--- src/common/param_table_pkg.sv ---
// Package: offsets, field layouts and contents of the parameter table slice
package param_table_pkg;

    // ==========================================================
    // Bus layout
    // ==========================================================
    localparam int          ADDR_W         = 12;
    localparam int          DATA_W         = 32;

    // ==========================================================
    // Register byte addresses
    // ==========================================================
    localparam logic [11:0] OFS_CTRL       = 12'h000;
    localparam logic [11:0] OFS_PTR        = 12'h004;
    localparam logic [11:0] OFS_DATA       = 12'h008;
    localparam logic [11:0] OFS_WORD0      = 12'h010;
    localparam logic [11:0] OFS_WORD1      = 12'h014;
    localparam logic [11:0] OFS_WORD2      = 12'h018;
    localparam logic [11:0] OFS_WORD3      = 12'h01C;
    localparam logic [11:0] OFS_WORD4      = 12'h020;
    localparam logic [11:0] OFS_WORD5      = 12'h024;
    localparam logic [11:0] OFS_WORD6      = 12'h028;
    localparam logic [11:0] OFS_STATUS     = 12'h02C;

    // ==========================================================
    // Field positions and reset values
    // ==========================================================
    localparam int          CTRL_AUTOINC_B = 0;
    localparam int          STS_REJ_B      = 0;
    localparam int          STS_RANGE_B    = 1;
    localparam logic [7:0]  PTR_RST        = 8'h0B;
    localparam logic        AUTOINC_RST    = 1'b1;

    // ==========================================================
    // Table span (relative byte addresses)
    // ==========================================================
    localparam logic [7:0]  TBL_FIRST      = 8'h0B;
    localparam logic [7:0]  TBL_LAST       = 8'h27;
    localparam logic [7:0]  OUT_OF_TABLE   = 8'hFF;

    // ==========================================================
    // Erase-time word fields
    // ==========================================================
    localparam logic [1:0]  UNIT_16MS      = 2'h1;
    localparam logic [1:0]  RES_UNIT       = 2'h3;
    localparam logic [4:0]  RES_COUNT      = 5'h1F;
    localparam logic [4:0]  T3_COUNT       = 5'h10;
    localparam logic [4:0]  T2_COUNT       = 5'h0B;
    localparam logic [4:0]  T1_COUNT       = 5'h02;
    localparam logic [3:0]  MAX_MULT       = 4'h1;

    typedef struct packed {
        logic [1:0] t4_unit;
        logic [4:0] t4_count;
        logic [1:0] t3_unit;
        logic [4:0] t3_count;
        logic [1:0] t2_unit;
        logic [4:0] t2_count;
        logic [1:0] t1_unit;
        logic [4:0] t1_count;
        logic [3:0] max_mult;
    } erase_time_t;

    localparam erase_time_t ERASE_TIME = '{
        t4_unit:  RES_UNIT,
        t4_count: RES_COUNT,
        t3_unit:  UNIT_16MS,
        t3_count: T3_COUNT,
        t2_unit:  UNIT_16MS,
        t2_count: T2_COUNT,
        t1_unit:  UNIT_16MS,
        t1_count: T1_COUNT,
        max_mult: MAX_MULT
    };

    // APB request bundle
    typedef struct packed {
        logic              psel;
        logic              penable;
        logic              pwrite;
        logic [ADDR_W-1:0] paddr;
        logic [DATA_W-1:0] pwdata;
        logic [3:0]        pstrb;
    } apb_req_t;

    // APB answer bundle
    typedef struct packed {
        logic              pready;
        logic [DATA_W-1:0] prdata;
        logic              pslverr;
    } apb_rsp_t;

endpackage : param_table_pkg

--- src/rtl/param_table_rom.sv ---
// Read-only discovery parameter table slice behind an APB slave
//
// The register offsets and the APB interface to the registers are this design's own decisions.
`timescale 1ns/10ps

// Operation
// Byte 0Bh returns 6Bh
// Byte 0Ch returns 08h
// Byte 0Dh returns 3Bh
// Byte 0Eh returns 88h
// Byte 0Fh returns BBh
// Byte 10h returns FEh
// Bytes 11h-15h, 18h, 19h return FFh
// Bytes 16h and 17h return FFh
// Byte 1Ah returns 48h
// Byte 1Bh returns EBh
// Bytes 1Ch, 1Dh return 0Ch, 20h
// Bytes 1Eh, 1Fh return 0Fh, 52h
// Bytes 20h, 21h return 10h, D8h
// Byte 22h 00h, byte 23h FFh
// Bytes 24h-27h form word FE_C1_5A_21
// Fourth-type time fields are all ones
// Third-type time: unit 01b, count 10000b
// Second-type time: unit 01b, count 01011b
// First-type time: unit 01b, count 00010b
// Low nibble 0001b, fourfold max multiplier
// Host maps unit codes to times
// Table content fixed, never written
// Successive reads ascend from given address
module param_table_rom
    import param_table_pkg::*;
(
    input  wire logic                        clk,
    input  wire logic                        rst,
    input  wire param_table_pkg::apb_req_t   apb_req,
    output      param_table_pkg::apb_rsp_t   apb_rsp
);
    import param_table_pkg::*;

    // ==========================================================
    // Table lookup
    // ==========================================================
    function automatic logic [7:0] tbl_byte(input logic [7:0] a);
        logic [31:0] et;
        et = ERASE_TIME;
        unique case (a)
            8'h0B:   tbl_byte = 8'h6B;
            8'h0C:   tbl_byte = 8'h08;
            8'h0D:   tbl_byte = 8'h3B;
            8'h0E:   tbl_byte = 8'h88;
            8'h0F:   tbl_byte = 8'hBB;
            8'h10:   tbl_byte = 8'hFE;
            8'h11, 8'h12, 8'h13, 8'h14, 8'h15,
            8'h18, 8'h19:
                     tbl_byte = 8'hFF;
            8'h16, 8'h17:
                     tbl_byte = 8'hFF;
            8'h1A:   tbl_byte = 8'h48;
            8'h1B:   tbl_byte = 8'hEB;
            8'h1C:   tbl_byte = 8'h0C;
            8'h1D:   tbl_byte = 8'h20;
            8'h1E:   tbl_byte = 8'h0F;
            8'h1F:   tbl_byte = 8'h52;
            8'h20:   tbl_byte = 8'h10;
            8'h21:   tbl_byte = 8'hD8;
            8'h22:   tbl_byte = 8'h00;
            8'h23:   tbl_byte = 8'hFF;
            8'h24:   tbl_byte = et[7:0];
            8'h25:   tbl_byte = et[15:8];
            8'h26:   tbl_byte = et[23:16];
            8'h27:   tbl_byte = et[31:24];
            default: tbl_byte = OUT_OF_TABLE;
        endcase
    endfunction : tbl_byte

    // Four consecutive bytes, lowest address in the low lane
    function automatic logic [31:0] tbl_word(input logic [7:0] a);
        tbl_word = {tbl_byte(8'(a + 8'h03)), tbl_byte(8'(a + 8'h02)),
                    tbl_byte(8'(a + 8'h01)), tbl_byte(a)};
    endfunction : tbl_word

    function automatic logic in_table(input logic [7:0] a);
        in_table = (a >= TBL_FIRST) && (a <= TBL_LAST);
    endfunction : in_table

    // ==========================================================
    // State
    // ==========================================================
    logic [7:0]        ptr_r;
    logic [7:0]        ptr_nxt;
    logic              autoinc_r;
    logic              rej_r;
    logic              rej_nxt;
    logic              range_r;
    logic              range_nxt;
    logic              ready_r;

    // ==========================================================
    // Decode
    // ==========================================================
    wire        setup     = apb_req.psel && !apb_req.penable;
    wire        access    = apb_req.psel && apb_req.penable && ready_r;
    wire        wr        = access && apb_req.pwrite;
    wire        rd        = access && !apb_req.pwrite;
    wire [11:0] a         = apb_req.paddr;
    wire        hit_ctrl  = (a == OFS_CTRL);
    wire        hit_ptr   = (a == OFS_PTR);
    wire        hit_data  = (a == OFS_DATA);
    wire        hit_sts   = (a == OFS_STATUS);
    wire        hit_word  = (a == OFS_WORD0) || (a == OFS_WORD1)
                         || (a == OFS_WORD2) || (a == OFS_WORD3)
                         || (a == OFS_WORD4) || (a == OFS_WORD5)
                         || (a == OFS_WORD6);
    wire        mapped    = hit_ctrl || hit_ptr || hit_data
                         || hit_sts || hit_word;
    // Word windows start at table byte 0Bh and step by four bytes
    wire [11:0] word_off  = 12'(a - OFS_WORD0);
    wire [7:0]  word_base = 8'(TBL_FIRST + 8'(word_off));
    // Table space is read only; any write there is refused
    wire        tbl_wr    = wr && (hit_data || hit_word);
    wire        lo_lane   = apb_req.pstrb[0];

    // Pointer update: host sets the start, each data read moves up
    assign ptr_nxt =
        (wr && hit_ptr && lo_lane) ? apb_req.pwdata[7:0] :
        (rd && hit_data && autoinc_r) ? 8'(ptr_r + 8'h01) :
        ptr_r;

    // Sticky flags: a new event wins over a clear in the same cycle
    assign rej_nxt =
        tbl_wr ? 1'b1 :
        (wr && hit_sts && lo_lane && apb_req.pwdata[STS_REJ_B]) ? 1'b0 :
        rej_r;
    assign range_nxt =
        (rd && hit_data && !in_table(ptr_r)) ? 1'b1 :
        (wr && hit_sts && lo_lane && apb_req.pwdata[STS_RANGE_B]) ? 1'b0 :
        range_r;

    // ==========================================================
    // Registers
    // ==========================================================
    always_ff @(posedge clk or posedge rst)
    begin
        if (rst)
        begin
            ptr_r     <= PTR_RST;
            autoinc_r <= AUTOINC_RST;
            rej_r     <= 1'b0;
            range_r   <= 1'b0;
        end
        else
        begin
            ptr_r   <= ptr_nxt;
            rej_r   <= rej_nxt;
            range_r <= range_nxt;
            if (wr && hit_ctrl && lo_lane)
                autoinc_r <= apb_req.pwdata[CTRL_AUTOINC_B];
        end
    end

    // No wait state: ready rises the cycle after setup
    always_ff @(posedge clk or posedge rst)
    begin
        if (rst)
        begin
            ready_r  <= 1'b0;
        end
        else
        begin
            ready_r  <= setup;
        end
    end

    // pready/prdata/pslverr all come from flip-flops evaluated at setup
    logic [31:0] pre_rdata_r;
    logic        pre_err_r;
    wire         s_wr     = setup && apb_req.pwrite;
    wire         s_rd     = setup && !apb_req.pwrite;
    wire         s_tblwr  = s_wr && (hit_data || hit_word);
    wire [31:0]  s_rdata  =
        !s_rd     ? 32'h0000_0000 :
        hit_data  ? {24'h00_0000, tbl_byte(ptr_r)} :
        hit_word  ? tbl_word(word_base) :
        hit_ptr   ? {24'h00_0000, ptr_r} :
        hit_ctrl  ? {31'h0000_0000, autoinc_r} :
        hit_sts   ? {30'h0000_0000, range_r, rej_r} :
        32'h0000_0000;
    always_ff @(posedge clk or posedge rst)
    begin
        if (rst)
        begin
            pre_rdata_r <= 32'h0000_0000;
            pre_err_r   <= 1'b0;
        end
        else
        begin
            pre_rdata_r <= s_rdata;
            pre_err_r   <= setup && (!mapped || s_tblwr);
        end
    end

    // One driver for the whole answer bundle
    assign apb_rsp = '{pready:  ready_r,
                       prdata:  pre_rdata_r,
                       pslverr: pre_err_r};

endmodule : param_table_rom

--- config.mk ---
export PLATFORM = sky130hd
export DESIGN_NAME = param_table_rom
export DESIGN_NICKNAME = d
export VERILOG_FILES = /design/src/common/param_table_pkg.sv /design/src/rtl/param_table_rom.sv
export SDC_FILE = /design/constraint.sdc
export NUM_CORES = 1
export LEC_CHECK = 0
export BUFFER_PORTS_ARGS = -buffer_cell sky130_fd_sc_hd__buf_2
export CAP_MARGIN = 20
export CORE_ASPECT_RATIO = 0.75
export CORE_UTILIZATION = 30
export CTS_CLUSTER_DIAMETER = 100
export DETAILED_ROUTE_END_ITERATION = 10
export MAX_ROUTING_LAYER = met4
export SLEW_MARGIN = 5
export SYNTH_ARGS = -nofsm -noshare
export SYNTH_HDL_FRONTEND = slang
export SYNTH_SLANG_ARGS = --single-unit
--- constraint.sdc ---
create_clock -name clk -period 2.9 [get_ports clk]
set_input_delay 0 -clock clk [delete_from_list [all_inputs] [get_ports clk]]
set_output_delay 0 -clock clk [all_outputs]
set_load 0.01 [all_outputs]
# Word-level counts from Yosys, hierarchy flattened
# Memories as Yosys holds them, arrays and structs flattened.
# Cells that the tools add are included.
[totals]
latchBits = 0
out_inout_bits = 34
register_bits = 45
mem_count = 5
input_bits = 53
mem_bits_rw = 0
romBits = 2560
wordCells = 94
[classes]
n_mux = 17
mul = 0
reduce_logical = 47
bitwise = 0
div_mod_pow = 0
shifts = 0
addsub = 6
order_cmp = 2
n_eq_ne = 10
[mem_list]
columns = ["name", "words", "word_bits", "read_ports", "rd_ports_with_merged_regs", "wr", "line", "rtl"]
rows = [
  ["(name not given)", 64, 8, 1, 0, 0, "param_table_rom.sv:46", "unique case (a)"],
  ["(name not given)", 64, 8, 1, 0, 0, "param_table_rom.sv:46", ""],
  ["(name not given)", 64, 8, 1, 0, 0, "param_table_rom.sv:46", ""],
  ["(name not given)", 64, 8, 1, 0, 0, "param_table_rom.sv:46", ""],
  ["(name not given)", 64, 8, 1, 0, 0, "param_table_rom.sv:46", ""],
]
[op_table]
columns = ["op", "n"]
rows = [
  ["$mux 32", 3],
  ["$mux 8", 8],
  ["$eq 12x5->1 const B", 4],
  ["$eq 12x6->1 const B", 4],
  ["$logic_and 1x1->1", 22],
  ["$add 8x1->8 const B", 2],
  ["$add 8x2->8 const B", 2],
  ["$eq 12x3->1 const B", 1],
  ["$eq 12x4->1 const B", 1],
  ["$logic_not 12->1", 1],
  ["$logic_or 1x1->1", 12],
  ["$logic_not 2->1", 5],
  ["$add 4x8->8 const A", 1],
  ["$ge 8x4->1 const B", 1],
  ["$le 8x6->1 const B", 1],
  ["$sub 8x5->8 const B", 1],
  ["$reduce_bool 2->1", 3],
  ["$logic_not 1->1", 4],
  ["$mux 1", 4],
  ["$mux 2", 2],
]

# Depth between registers and ports, before layout
# Gate-level depths: netlist (run 1).
[logic_depth]
ltp_word = 11
depth_mapped = 17
depth_no_buf = 13

# Worst setup path after synthesis (run 1)
# No wires, ideal clock.
[synth_timing]
path_type = "input to register"
from = "in apb_req[37] (netlist bit)"
to = "reg pre_rdata_r[27]"
cell_stages = 16
path_buffers = 4
path_slack_ns = -0.501
setup_ns = 0.136
arrival_ns = 3.265
t_required_ns = 2.764
path_cell_list = "buf_2 > buf_2 > inv_1 > ha_1 > clkbuf_1 > inv_1 > ha_1 > clkinv_1 > ha_1 > clkbuf_1 > o311a_1 > nor2_1 > xnor2_1 > nand2b_1 > o32ai_1 > a21oi_1"
[synth_via]
elab_chain_len = 10
word_cells_on_any_way = 23
cone_classes = "3 x add/sub; 8 x eq/ne; 4 x mux; 7 x reduce/logical; 1 x memory"
[synth_rtl]
columns = ["item", "line", "rtl"]
rows = [
  ["start, declared", "param_table_rom.sv:35", "input wire param_table_pkg::apb_req_t apb_req,"],
  ["parallel branches: the longest is 8 deep, another holds $sub 8x5->8", "n/a", ""],
  ["$mux 32 (*)", "param_table_rom.sv:182", "hit_data ? {24'h00_0000, tbl_byte(ptr_r)} :"],
  ["$mux 32 (*)", "param_table_rom.sv:181", "!s_rd ? 32'h0000_0000 :"],
  ["via s_rdata[27]", "param_table_rom.sv:180", "wire [31:0] s_rdata ="],
  ["end signal, assigned", "param_table_rom.sv:197", "pre_rdata_r <= s_rdata;"],
  ["end, declared", "param_table_rom.sv:175", "logic [31:0] pre_rdata_r;"],
]
# Mark *: on every way through the listed nets, which the timed path passes.
# A chain may end at the register's enable or synchronous reset.

# Final worst setup path (run 1)
[layout_timing]
from = "in apb_req[37] (netlist bit)"
to = "reg pre_rdata_r[3]"
[layout_via]
elab_chain_len = 10
word_cells_on_any_way = 24
cone_classes = "2 x add/sub; 9 x eq/ne; 5 x mux; 7 x reduce/logical; 1 x memory"
[layout_rtl]
columns = ["item", "line"]
rows = [
  ["parallel branches: the longest is 8 deep, another holds $sub 8x5->8", "n/a"],
  ["$mux 32 (*)", "param_table_rom.sv:182"],
  ["$mux 32 (*)", "param_table_rom.sv:181"],
  ["via s_rdata[3]", "param_table_rom.sv:180"],
]
# Marks and branches as above.

==> impl_metrics.tcl, run 1 <==
set metrics [dict create \
    status "complete, no violations" \
    die-width_um 148.0 \
    postRouteAntennaNets 0 \
    dp.final_hpwl_um 11650 \
    synth_warnings 0 \
    io_buffers 59 \
    period_utilisation_layout 0.8896 \
    finish.net_count 768 \
    detailroute.via_count 5084 \
    clkSlewWorstSetupHoldPaths_ns 0.06 \
    drive_above_1_share 0.2301 \
    route.final.wire_length_um 15540 \
    synthesis.instances 616 \
    grt.total_usage 0.1963 \
    postSynthRegisterBits 45 \
    insertedDiodeCount 0 \
    global_route.overflow_total 0 \
    post_detailed_route_wirelength_per_cell_um 17.34 \
    synth_enable_flop_cells 0 \
    max-slew-margin-rel 0.4775 \
    total_number_of_placement_rows 39 \
    rsz0062_at_grt "false" \
    timing.critical_path.to_type "flop" \
    worst_hold_path.num_cells 3 \
    placeableCoreArea_mm2 0.01542 \
    synth.top_cells.by_area "sky130_fd_sc_hd__dfrtp_1, sky130_fd_sc_hd__a21oi_1, sky130_fd_sc_hd__ha_1" \
    io_pins 87 \
    synth_cell_types 88 \
    synth_largest_area_cell "sky130_fd_sc_hd__dfrtp_1" \
    netlist_top_cells_count "sky130_fd_sc_hd__nand2_1, sky130_fd_sc_hd__a21oi_1, sky130_fd_sc_hd__nor2_1, sky130_fd_sc_hd__dfrtp_1, sky130_fd_sc_hd__o21ai_0" \
    clock_tree_from_tritoncts "yes" \
    total_power_uw 1976 \
    hp-class "in2reg" \
    finalWeightedCongestion 0.9476 \
    worstSkewPairLatency_ns 0.29 \
    worstPathRequired_ns 3.13 \
    maxSlewViolCount 0 \
    die_area_mm2 0.01651 \
    first_global_vias 4524 \
    fillers 1641 \
    timing.rr.end "pre_rdata_r[1]" \
    timing.critical_path.to "pre_rdata_r[3]" \
    fin_worst_skew_ns 0.001512 \
    synth_nets 694 \
    global_route_wire_length_before_repair_um 25190 \
    synth_largest_type_area_fraction 0.2139 \
    clock_sink_count 45 \
    hold_path.startpoint "apb_req[50]" \
    postLayoutSetupSlackWorst_ns 0.3202 \
    finalCriticalPeriod_ns 2.580 \
    root_buffer_master "sky130_fd_sc_hd__clkbuf_16" \
    critPathArrivalTime_ns 2.81 \
    max-clock-path-buffers 2 \
    maximum_number_of_pins_on_one_net_before_global_route_repair 46 \
    seq_area_frac_synth 0.2358 \
    dieHeight_um 111.5 \
    worstPathMaxFanout 8 \
    pre_cts_slack_ns 0.08240 \
    synthToLayoutAreaGrowth_pct 19.82 \
    route.detailed.drc 0 \
    fmax_ghz 0.3876 \
    setup.reg_to_reg.worst_slack_ns 0.39 \
    start_util 0.3111 \
    grt_antenna_before_repair 0 \
    crit_type "in2reg" \
    yosys.cell_count.top_type "sky130_fd_sc_hd__nand2_1" \
    postSynthAreaPerCell_um2 7.788 \
    finalHoldViolations 0 \
    peakVddDrop_uv 158.4 \
    synth_top_flop_cell "sky130_fd_sc_hd__dfrtp_1" \
    worst_r2r_startpoint "ptr_r[2]" \
    power_density_mw_per_mm2 343.8 \
    timing.critical_path.from_type "input port" \
    first_iter_violations 576 \
    r2r.worst_path.cells 7 \
    synthesis.area_mm2 0.004797 \
    route.detailed.vias_per_inst 5.674 \
    final-setup-viol-count 0 \
    synthArstFlopShare 1.000 \
    worst_slew_pin_slew_ns 0.7640 \
    dr.pass1.iters 5 \
    numCtsBuffers 5 \
    finalSetupTns_ns 0 \
    timing.critical_path.from "apb_req[37]" \
    drv.max_cap_violation_count 0 \
    leakage_uw 0.002524 \
    htreeDepth 2 \
]
## final cells by class
class / count / area (µm²) / share of cell area
Timing Repair Buffer: 114 / 743.2 / 0.1293
Inverter: 24 / 95.09 / 0.01654
Sequential cell: 45 / 1131 / 0.1968
Clock inverter: 2 / 10.01 / 0.001741
Clock buffer: 6 / 128.9 / 0.02242
Multi-Input combinational cell: 500 / 3383 / 0.5886
Tap cell: 205 / 256.5 / 0.04462
## state kept, by name, summed over array words and instances, names as in the netlist
name,count
range_r,1
pre_rdata_r,32
ready_r,1
rej_r,1
pre_err_r,1
ptr_r,8
autoinc_r,1
## power breakdown
group,switching [µW],internal [µW]
registers,0.720,629
logic,476,303
clock network,249,317
total,726,1250
## per-layer routing
metal  vias to the layer above  global-route usage  part of all wire
met5                         -                   -                 0
met4                         0             0.03849             0.010
met3                        13             0.02705             0.078
met2                       234              0.2532              0.40
met1                      2407              0.3127              0.51
li1                       2430                   -                 -
## how the worst min path moves through the flow
stage | endpoint | slack (ns)
4_1_cts | rej_r | 0.02
3_5_place_dp | ptr_r[6] | 0.21
3_3_place_gp | ptr_r[2] | 0.21
5_1_grt | rej_r | 0.04
2_1_floorplan | ptr_r[3] | 0.09
6_report | pre_err_r | 0.02
## per-stage QoR
step / instance area, µm² / utilization / hold WS, ns / instances
2_1_floorplan: 4827 / - / 0.09076 / 616
3_3_place_gp: 5499 / 0.3566 / 0.2109 / 878
3_5_place_dp: 5499 / 0.3566 / 0.2119 / 878
4_1_cts: 5728 / 0.3715 / 0.01843 / 895
5_1_grt: 5748 / 0.3728 / 0.03736 / 896
6_report: 5748 / 0.3728 / 0.02082 / 896
## cell usage in the layout, fill, tap and decap left out, types with 14 or more instances in the layout
cell type	instances
sky130_fd_sc_hd__a21oi_1	64
sky130_fd_sc_hd__nor2_1	47
sky130_fd_sc_hd__buf_4	45
sky130_fd_sc_hd__o21ai_0	29
sky130_fd_sc_hd__ha_1	24
sky130_fd_sc_hd__inv_1	16
sky130_fd_sc_hd__dfrtp_1	41
sky130_fd_sc_hd__nand2_1	65
sky130_fd_sc_hd__o21ai_1	16
sky130_fd_sc_hd__nand3_1	17
sky130_fd_sc_hd__mux2i_1	14
sky130_fd_sc_hd__buf_2	59
## logic make-up (layout without fill, tap and decap cells)
| group | Yosys count | count (layout) | synth area share |
|---|---|---|---|
| flip-flops | 45 | 45 | 0.2358 |
| buffers and inverters | 71 | 146 | 0.06364 |
| AO/OA/AOI/OAI | 223 | 223 | 0.3125 |
| multiplexers | 18 | 18 | 0.04095 |
| XOR/XNOR | 22 | 22 | 0.05581 |
| AND/OR/NAND/NOR | 212 | 212 | 0.2261 |
| adder cells (fa/ha/maj) | 25 | 25 | 0.06521 |
## what timing repair did
item,CTS,global route
resized for setup,0,0
hold buffers,9,0
endpoints found under the setup margin,0,0
endpoints found under the hold margin,40,0
buffers inserted,0,0
## critical path, stage by stage
cell and delay (ns):
sky130_fd_sc_hd__buf_2 0.12, sky130_fd_sc_hd__inv_2 0.05, sky130_fd_sc_hd__buf_4 0.16, sky130_fd_sc_hd__ha_1 0.28, sky130_fd_sc_hd__buf_4 0.20, sky130_fd_sc_hd__nor4b_1 0.35, sky130_fd_sc_hd__nand2_1 0.26, sky130_fd_sc_hd__nor3_2 0.26
sky130_fd_sc_hd__buf_4 0.18, sky130_fd_sc_hd__a21oi_1 0.06, sky130_fd_sc_hd__a2111oi_0 0.67, sky130_fd_sc_hd__buf_4 0.21
No activity file was read; power rests on OpenSTA's default activity.
==> run 2: changes to the inputs <==
--- a/config.mk
+++ b/config.mk
@@ -11,6 +11,7 @@
 export CORE_UTILIZATION = 30
 export CTS_CLUSTER_DIAMETER = 100
 export DETAILED_ROUTE_END_ITERATION = 10
+export GPL_ROUTABILITY_DRIVEN = 1
 export MAX_ROUTING_LAYER = met4
 export SLEW_MARGIN = 5
 export SYNTH_ARGS = -nofsm -noshare
==> constraint.sdc (replaced) <==
create_clock -name clk -period 3.15 [get_ports clk]
set_input_delay 0 -clock clk [delete_from_list [all_inputs] [get_ports clk]]
set_output_delay 0 -clock clk [all_outputs]
set_load 0.01 [all_outputs]
==> run 2 against run 1 <==
Compared with the run above:
- combinational power is 12% lower
- sequential share of layout area up 0.33 points
- highest routed layer unchanged
- total power fell by 7.2%
- sequential power is 7.8% lower
- die area did not move
- hold slack about the same
- worst setup slack better by 0.24 ns
- wire length down 0.67%
- final area decreased by 1.7%
- flip-flop and latch count unchanged
==> impl_metrics.tcl, run 2 (synthesized netlist as in run 1, its figures left out) <==
set metrics [dict create \
    status "complete, no violations" \
    global_route.overflow_total 0 \
    clock_tree_from_tritoncts "yes" \
    dr.pass1.iters 5 \
    global_route_wire_length_before_repair_um 24740 \
    worstSkewPairLatency_ns 0.30 \
    max-clock-path-buffers 2 \
    total_power_uw 1833 \
    dp.final_hpwl_um 11390 \
    grt_antenna_before_repair 0 \
    first_iter_violations 471 \
    final-setup-viol-count 0 \
    route.final.wire_length_um 15430 \
    worstPathBufferInverterCount 4 \
    maximum_number_of_pins_on_one_net_before_global_route_repair 46 \
    hold_path.startpoint "apb_req[50]" \
    p_sw_frac 0.3599 \
    insertedDiodeCount 0 \
    critPathArrivalTime_ns 2.70 \
    share_comb_of_total_power 0.376 \
    die_area_mm2 0.01651 \
    worst_r2r_startpoint "ptr_r[0]" \
    finalHoldViolations 0 \
    route.detailed.vias_per_inst 5.665 \
    cp_cell_sequence "buf_2 -> inv_2 -> buf_4 -> ha_1 -> nor4b_1 -> nand2_1 -> a21oi_1 -> buf_4 -> a21oi_1 -> a2111oi_0" \
    peakVddDrop_uv 152.8 \
    clkPwrFrac 0.308 \
    maxSlewViolCount 0 \
    fmax_ghz 0.3864 \
    registers.top_by_ff_count "pre_rdata_r" \
    worstPathMaxFanout 8 \
    total_number_of_placement_rows 39 \
    postRouteAntennaNets 0 \
    detailroute.via_count 5008 \
    timing.critical_path.max_delay_family "compound AO/OA/AOI/OAI gates" \
    max-slew-margin-rel 0.4462 \
    fin_worst_hold_slack_ns 0.02091 \
    period_utilisation_layout 0.8216 \
    cellInternalPower_uw 1173 \
    finish.net_count 756 \
    synthToLayoutAreaGrowth_pct 17.84 \
    fillers 1659 \
    io_buffers 59 \
    worst_slew_pin_slew_ns 0.8098 \
    largest_register_ffs 32 \
    reg.largest.list "pre_rdata_r (32), ptr_r (8)" \
    finalCriticalPeriod_ns 2.588 \
    finalSetupTns_ns 0 \
    clock_sink_count 45 \
    io_pins 87 \
    power_density_mw_per_mm2 324.3 \
    placeableCoreArea_mm2 0.01542 \
    timing.critical_path.from_type "input port" \
    timing.critical_path.from "apb_req[37]" \
    timing.critical_path.to_type "flop" \
    die-width_um 148.0 \
    numCtsBuffers 5 \
    fin_worst_skew_ns 0.001819 \
    leakage_uw 0.002467 \
    grt.total_usage 0.1955 \
    timing.critical_path.slowest_stage_cell "sky130_fd_sc_hd__a2111oi_0" \
    drv.max_cap_violation_count 0 \
    crit_type "in2reg" \
    root_buffer_master "sky130_fd_sc_hd__clkbuf_16" \
    first_global_vias 4496 \
    drive_above_1_share 0.2121 \
    layout_commonest_cell "sky130_fd_sc_hd__nand2_1" \
    worstPathRequired_ns 3.26 \
    post_detailed_route_wirelength_per_cell_um 17.46 \
    clkSlewWorstSetupHoldPaths_ns 0.06 \
    route.detailed.drc 0 \
    layout.cells.most_common_list "sky130_fd_sc_hd__nand2_1, sky130_fd_sc_hd__a21oi_1, sky130_fd_sc_hd__buf_2, sky130_fd_sc_hd__nor2_1, sky130_fd_sc_hd__dfrtp_1" \
    hp-class "in2reg" \
    power.sequential.fraction 0.317 \
    finalWeightedCongestion 0.9372 \
    rsz0062_at_grt "false" \
    switching_power_uw 659.7 \
    maximum_single_stage_delay_on_the_critical_path_ns 0.74 \
    htreeDepth 2 \
    dieHeight_um 111.5 \
    post_cts_buffers 0 \
    start_util 0.3111 \
]
[run 2: changes by cell type in the layout (fill, tap and decap cells not counted), sizes merged]
| cell | before | now |
|---|---|---|
| clkbuf | 6 | 7 |
| dlygate4sd3 | 9 | 10 |
| buf | 105 | 92 |
| clkinv | 4 | 3 |
[run 2: per-stage QoR]
stage	util	instances	setup WS, ns	instance area, µm²
floorplan	-	616	0.05152	4800
global placement	0.3486	865	0.3775	5375
detailed placement	0.3486	865	0.3298	5375
CTS	0.3653	883	0.6492	5633
global route	0.3666	884	0.4142	5653
finish	0.3666	884	0.5619	5653
[run 2: power by group through the flow]
| stage | logic [µW] | registers, µW | clock network, µW |
|---|---|---|---|
| after floorplan | 485 | 591 | 0 |
| after global placement | 656 | 591 | 0 |
| after detailed placement | 656 | 591 | 0 |
| after CTS | 670 | 580 | 593 |
| after global routing | 746 | 580 | 618 |
| final | 688 | 581 | 564 |
[run 2: repair_timing]
item | CTS | global route
hold buffers | 10 | 0
hold endpoints to repair | 51 | 0
gates resized for setup | 0 | 0
[run 2: worst register-to-register path: cells and delay by family (launching register included)]
kind / cells / cell delay [ns]
compound gates: 4 / 0.99
fa+ha+maj: 1 / 0.30
buf+inv: 1 / 0.21
flops: 1 / 0.68
simple gates: 1 / 0.06
[run 2: path summary, 6_finish.rpt]
kind	end	slack, ns	cells after the start
max	pre_rdata_r[3]	0.56	10
min	ready_r	0.02	3
max reg2reg	pre_rdata_r[1]	0.75	7
min reg2reg	range_r	0.52	1
max in group asynchronous	pre_rdata_r[24]	2.37	4
min in group asynchronous	pre_rdata_r[2]	0.28	3
[run 2: area by class of cell]
cell class / instances / area [µm²] / share of cell area
clock buffers: 7 / 152.6 / 0.02700
clock inverters: 1 / 5.005 / 0.0008853
inverters: 24 / 91.34 / 0.01616
multi-input cells: 500 / 3361 / 0.5945
flip-flops and latches: 45 / 1131 / 0.2001
well taps: 205 / 256.5 / 0.04537
repair buffers: 102 / 655.6 / 0.1160
[run 2: layer usage]
layer | routed length (µm) | track usage | vias to the layer above
li1 | - | - | 2415
met1 | 8121 | 0.3041 | 2354
met2 | 5952 | 0.2529 | 221
met3 | 1189 | 0.03238 | 18
met4 | 169 | 0.04742 | 0
met5 | 0 | - | -
==> run 3: changes to the inputs <==
==> constraint.sdc (replaced) <==
create_clock -name clk -period 2.5 [get_ports clk]
set_input_delay 0 -clock clk [delete_from_list [all_inputs] [get_ports clk]]
set_output_delay 0 -clock clk [all_outputs]
set_load 0.01 [all_outputs]
==> run 3 against run 2 <==
Compared with the run above:
- the run now ends with negative hold slack left
- combinational power increased by 41%
- non-clock buffer count grew 30
- utilization up 2.5 points
- die area unchanged
- final area rose by 6.7%
- cell count rose by 3.4%
- critical endpoint is now pre_rdata_r[5]
- largest cell class unchanged
==> impl_metrics.tcl, run 3 (synthesized netlist as in run 1, its figures left out) <==
set metrics [dict create \
    clkSlewWorstSetupHoldPaths_ns 0.07 \
    timing.critical_path.to_type "flop" \
    worst_slew_pin_slew_ns 0.5781 \
    maxSlewViolCount 0 \
    status "finished, violations left" \
    io_buffers 59 \
    worstPathRequired_ns 2.75 \
    crit_type "in2reg" \
    clock_sink_count 45 \
    dp.final_hpwl_um 11990 \
    setup.reg_to_reg.worst_slack_ns 0.38 \
    layout_commonest_cell "sky130_fd_sc_hd__nand2_1" \
    reg.largest.list "pre_rdata_r (32), ptr_r (8)" \
    fin_worst_hold_slack_ns -0.005496 \
    max-clock-path-buffers 2 \
    route.detailed.drc 0 \
    route.final.wire_length_um 16090 \
    leakage_uw 0.002652 \
    worstPathMaxFanout 16 \
    dr.pass1.iters 5 \
    finalHoldViolations 1 \
    peakVddDrop_uv 236.2 \
    grt.total_usage 0.2090 \
    worstSkewPairLatency_ns 0.30 \
    fmax_ghz 0.4580 \
    post_detailed_route_wirelength_per_cell_um 17.60 \
    final_cells 914 \
    placeableCoreArea_mm2 0.01542 \
    maximum_number_of_pins_on_one_net_before_global_route_repair 46 \
    layout.cells.most_common_list "sky130_fd_sc_hd__nand2_1, sky130_fd_sc_hd__a21oi_1, sky130_fd_sc_hd__buf_4, sky130_fd_sc_hd__buf_2, sky130_fd_sc_hd__nor2_1" \
    route.detailed.vias_per_inst 5.591 \
    first_global_vias 4773 \
    detailroute.via_count 5110 \
    period_utilisation_layout 0.8734 \
    cp_cell_sequence "buf_2 -> inv_8 -> ha_1 -> buf_12 -> nor2b_1 -> buf_4 -> o21ai_1 -> nand2_4 -> a21oi_1 -> a21oi_1 -> a2111oi_0 -> buf_4" \
    dieHeight_um 111.5 \
    post_cts_resize_count 0 \
    max-slew-margin-rel 0.6046 \
    timing.critical_path.from_type "input port" \
    synthToLayoutAreaGrowth_pct 25.72 \
    largest_register_ffs 32 \
    total_number_of_placement_rows 39 \
    final-setup-viol-count 0 \
    dpl.cell_count 896 \
    finalSetupTns_ns 0 \
    timing.critical_path.slowest_stage_cell "sky130_fd_sc_hd__a2111oi_0" \
    global_route_wire_length_before_repair_um 26430 \
    postRouteAntennaNets 0 \
    root_buffer_master "sky130_fd_sc_hd__clkbuf_16" \
    total_power_uw 2401 \
    io_pins 87 \
    finalCriticalPeriod_ns 2.184 \
    hp-class "in2reg" \
    clock_tree_from_tritoncts "yes" \
    rsz0062_at_grt "false" \
    finish.net_count 786 \
    die_area_mm2 0.01651 \
    fin_worst_skew_ns 0.01046 \
    drive_above_1_share 0.2638 \
    maximum_single_stage_delay_on_the_critical_path_ns 0.57 \
    grt_antenna_before_repair 0 \
    numCtsBuffers 5 \
    registers.top_by_ff_count "pre_rdata_r" \
    insertedDiodeCount 0 \
    global_route.overflow_total 0 \
    die-width_um 148.0 \
    first_iter_violations 537 \
    finalWeightedCongestion 0.9301 \
    failed_checks "negative hold slack" \
    power_density_mw_per_mm2 398.2 \
    start_util 0.3111 \
    drv.max_cap_violation_count 0 \
    critPathArrivalTime_ns 2.43 \
    htreeDepth 2 \
]
run 3: cell count changes in the layout (fill, tap and decap cells not counted), moves of 2 or more:
cell | before | now
sky130_fd_sc_hd__ha_4 | 0 | 3
sky130_fd_sc_hd__inv_1 | 16 | 14
sky130_fd_sc_hd__buf_12 | 1 | 3
sky130_fd_sc_hd__buf_4 | 32 | 60
sky130_fd_sc_hd__clkinv_4 | 0 | 2
sky130_fd_sc_hd__nor2_1 | 48 | 46
sky130_fd_sc_hd__ha_1 | 25 | 22
run 3: per-layer routing:
metal,up-vias,track usage,part of all wire,wire length (µm)
met5,-,-,0,0
met4,0,0.06598,0.024,382
met3,30,0.03238,0.070,1124
met2,196,0.2638,0.38,6191
met1,2416,0.3263,0.52,8388
li1,2468,-,-,-
run 3: repair_timing:
item                       CTS  global route
buffers inserted             0             0
hold buffers                 9             0
setup endpoints to repair    0             0
hold endpoints to repair    50             0
run 3: area by class of cell:
type,instances,area (µm²)
clock buffer,6,138.9
clock inverter,2,13.76
multi-input combinational,500,3450
tap,205,256.5
timing repair buffer,132,923.4
inverter,24,117.6
sequential,45,1131
fill,1624,9389
run 3: through the flow:
| stage | util | area (µm²) | setup slack, ns | hold WS [ns] |
|---|---|---|---|---|
| 4_1_cts | 0.3893 | 6003 | 0.3376 | 0.001579 |
| 2_1_floorplan | - | 4956 | -0.0005596 | 0.09076 |
| 5_1_grt | 0.3911 | 6031 | 0.1178 | 0.01840 |
| 3_3_place_gp | 0.3736 | 5761 | 0.004383 | 0.2016 |
| 6_report | 0.3911 | 6031 | 0.3164 | -0.005496 |
| 3_5_place_dp | 0.3736 | 5761 | 0.05180 | 0.2075 |
run 3: critical path: cells and delay by family:
kind	cells	cell delay [ns]
AOI/OAI and AO/OA	4	1.24
adders and majority gates	1	0.18
buffers and inverters	5	0.73
and+or+nand+nor	2	0.28
run 3: final timing paths:
kind	depth (start not counted)	startpoint	to
setup / recovery	12	apb_req[37]	pre_rdata_r[5]
hold / removal	3	apb_req[50]	pre_err_r
setup reg to reg	6	ptr_r[1]	pre_rdata_r[5]
hold reg to reg	1	rej_r	rej_r
max in group asynchronous	4	rst	pre_rdata_r[12]
min in group asynchronous	3	rst	pre_rdata_r[2]
run 3: power by group:
group	leakage, µW	switching [µW]	internal (µW)
logic	0.00197	572	395
registers	0.000607	0.695	730
clock network	0.0000768	306	398
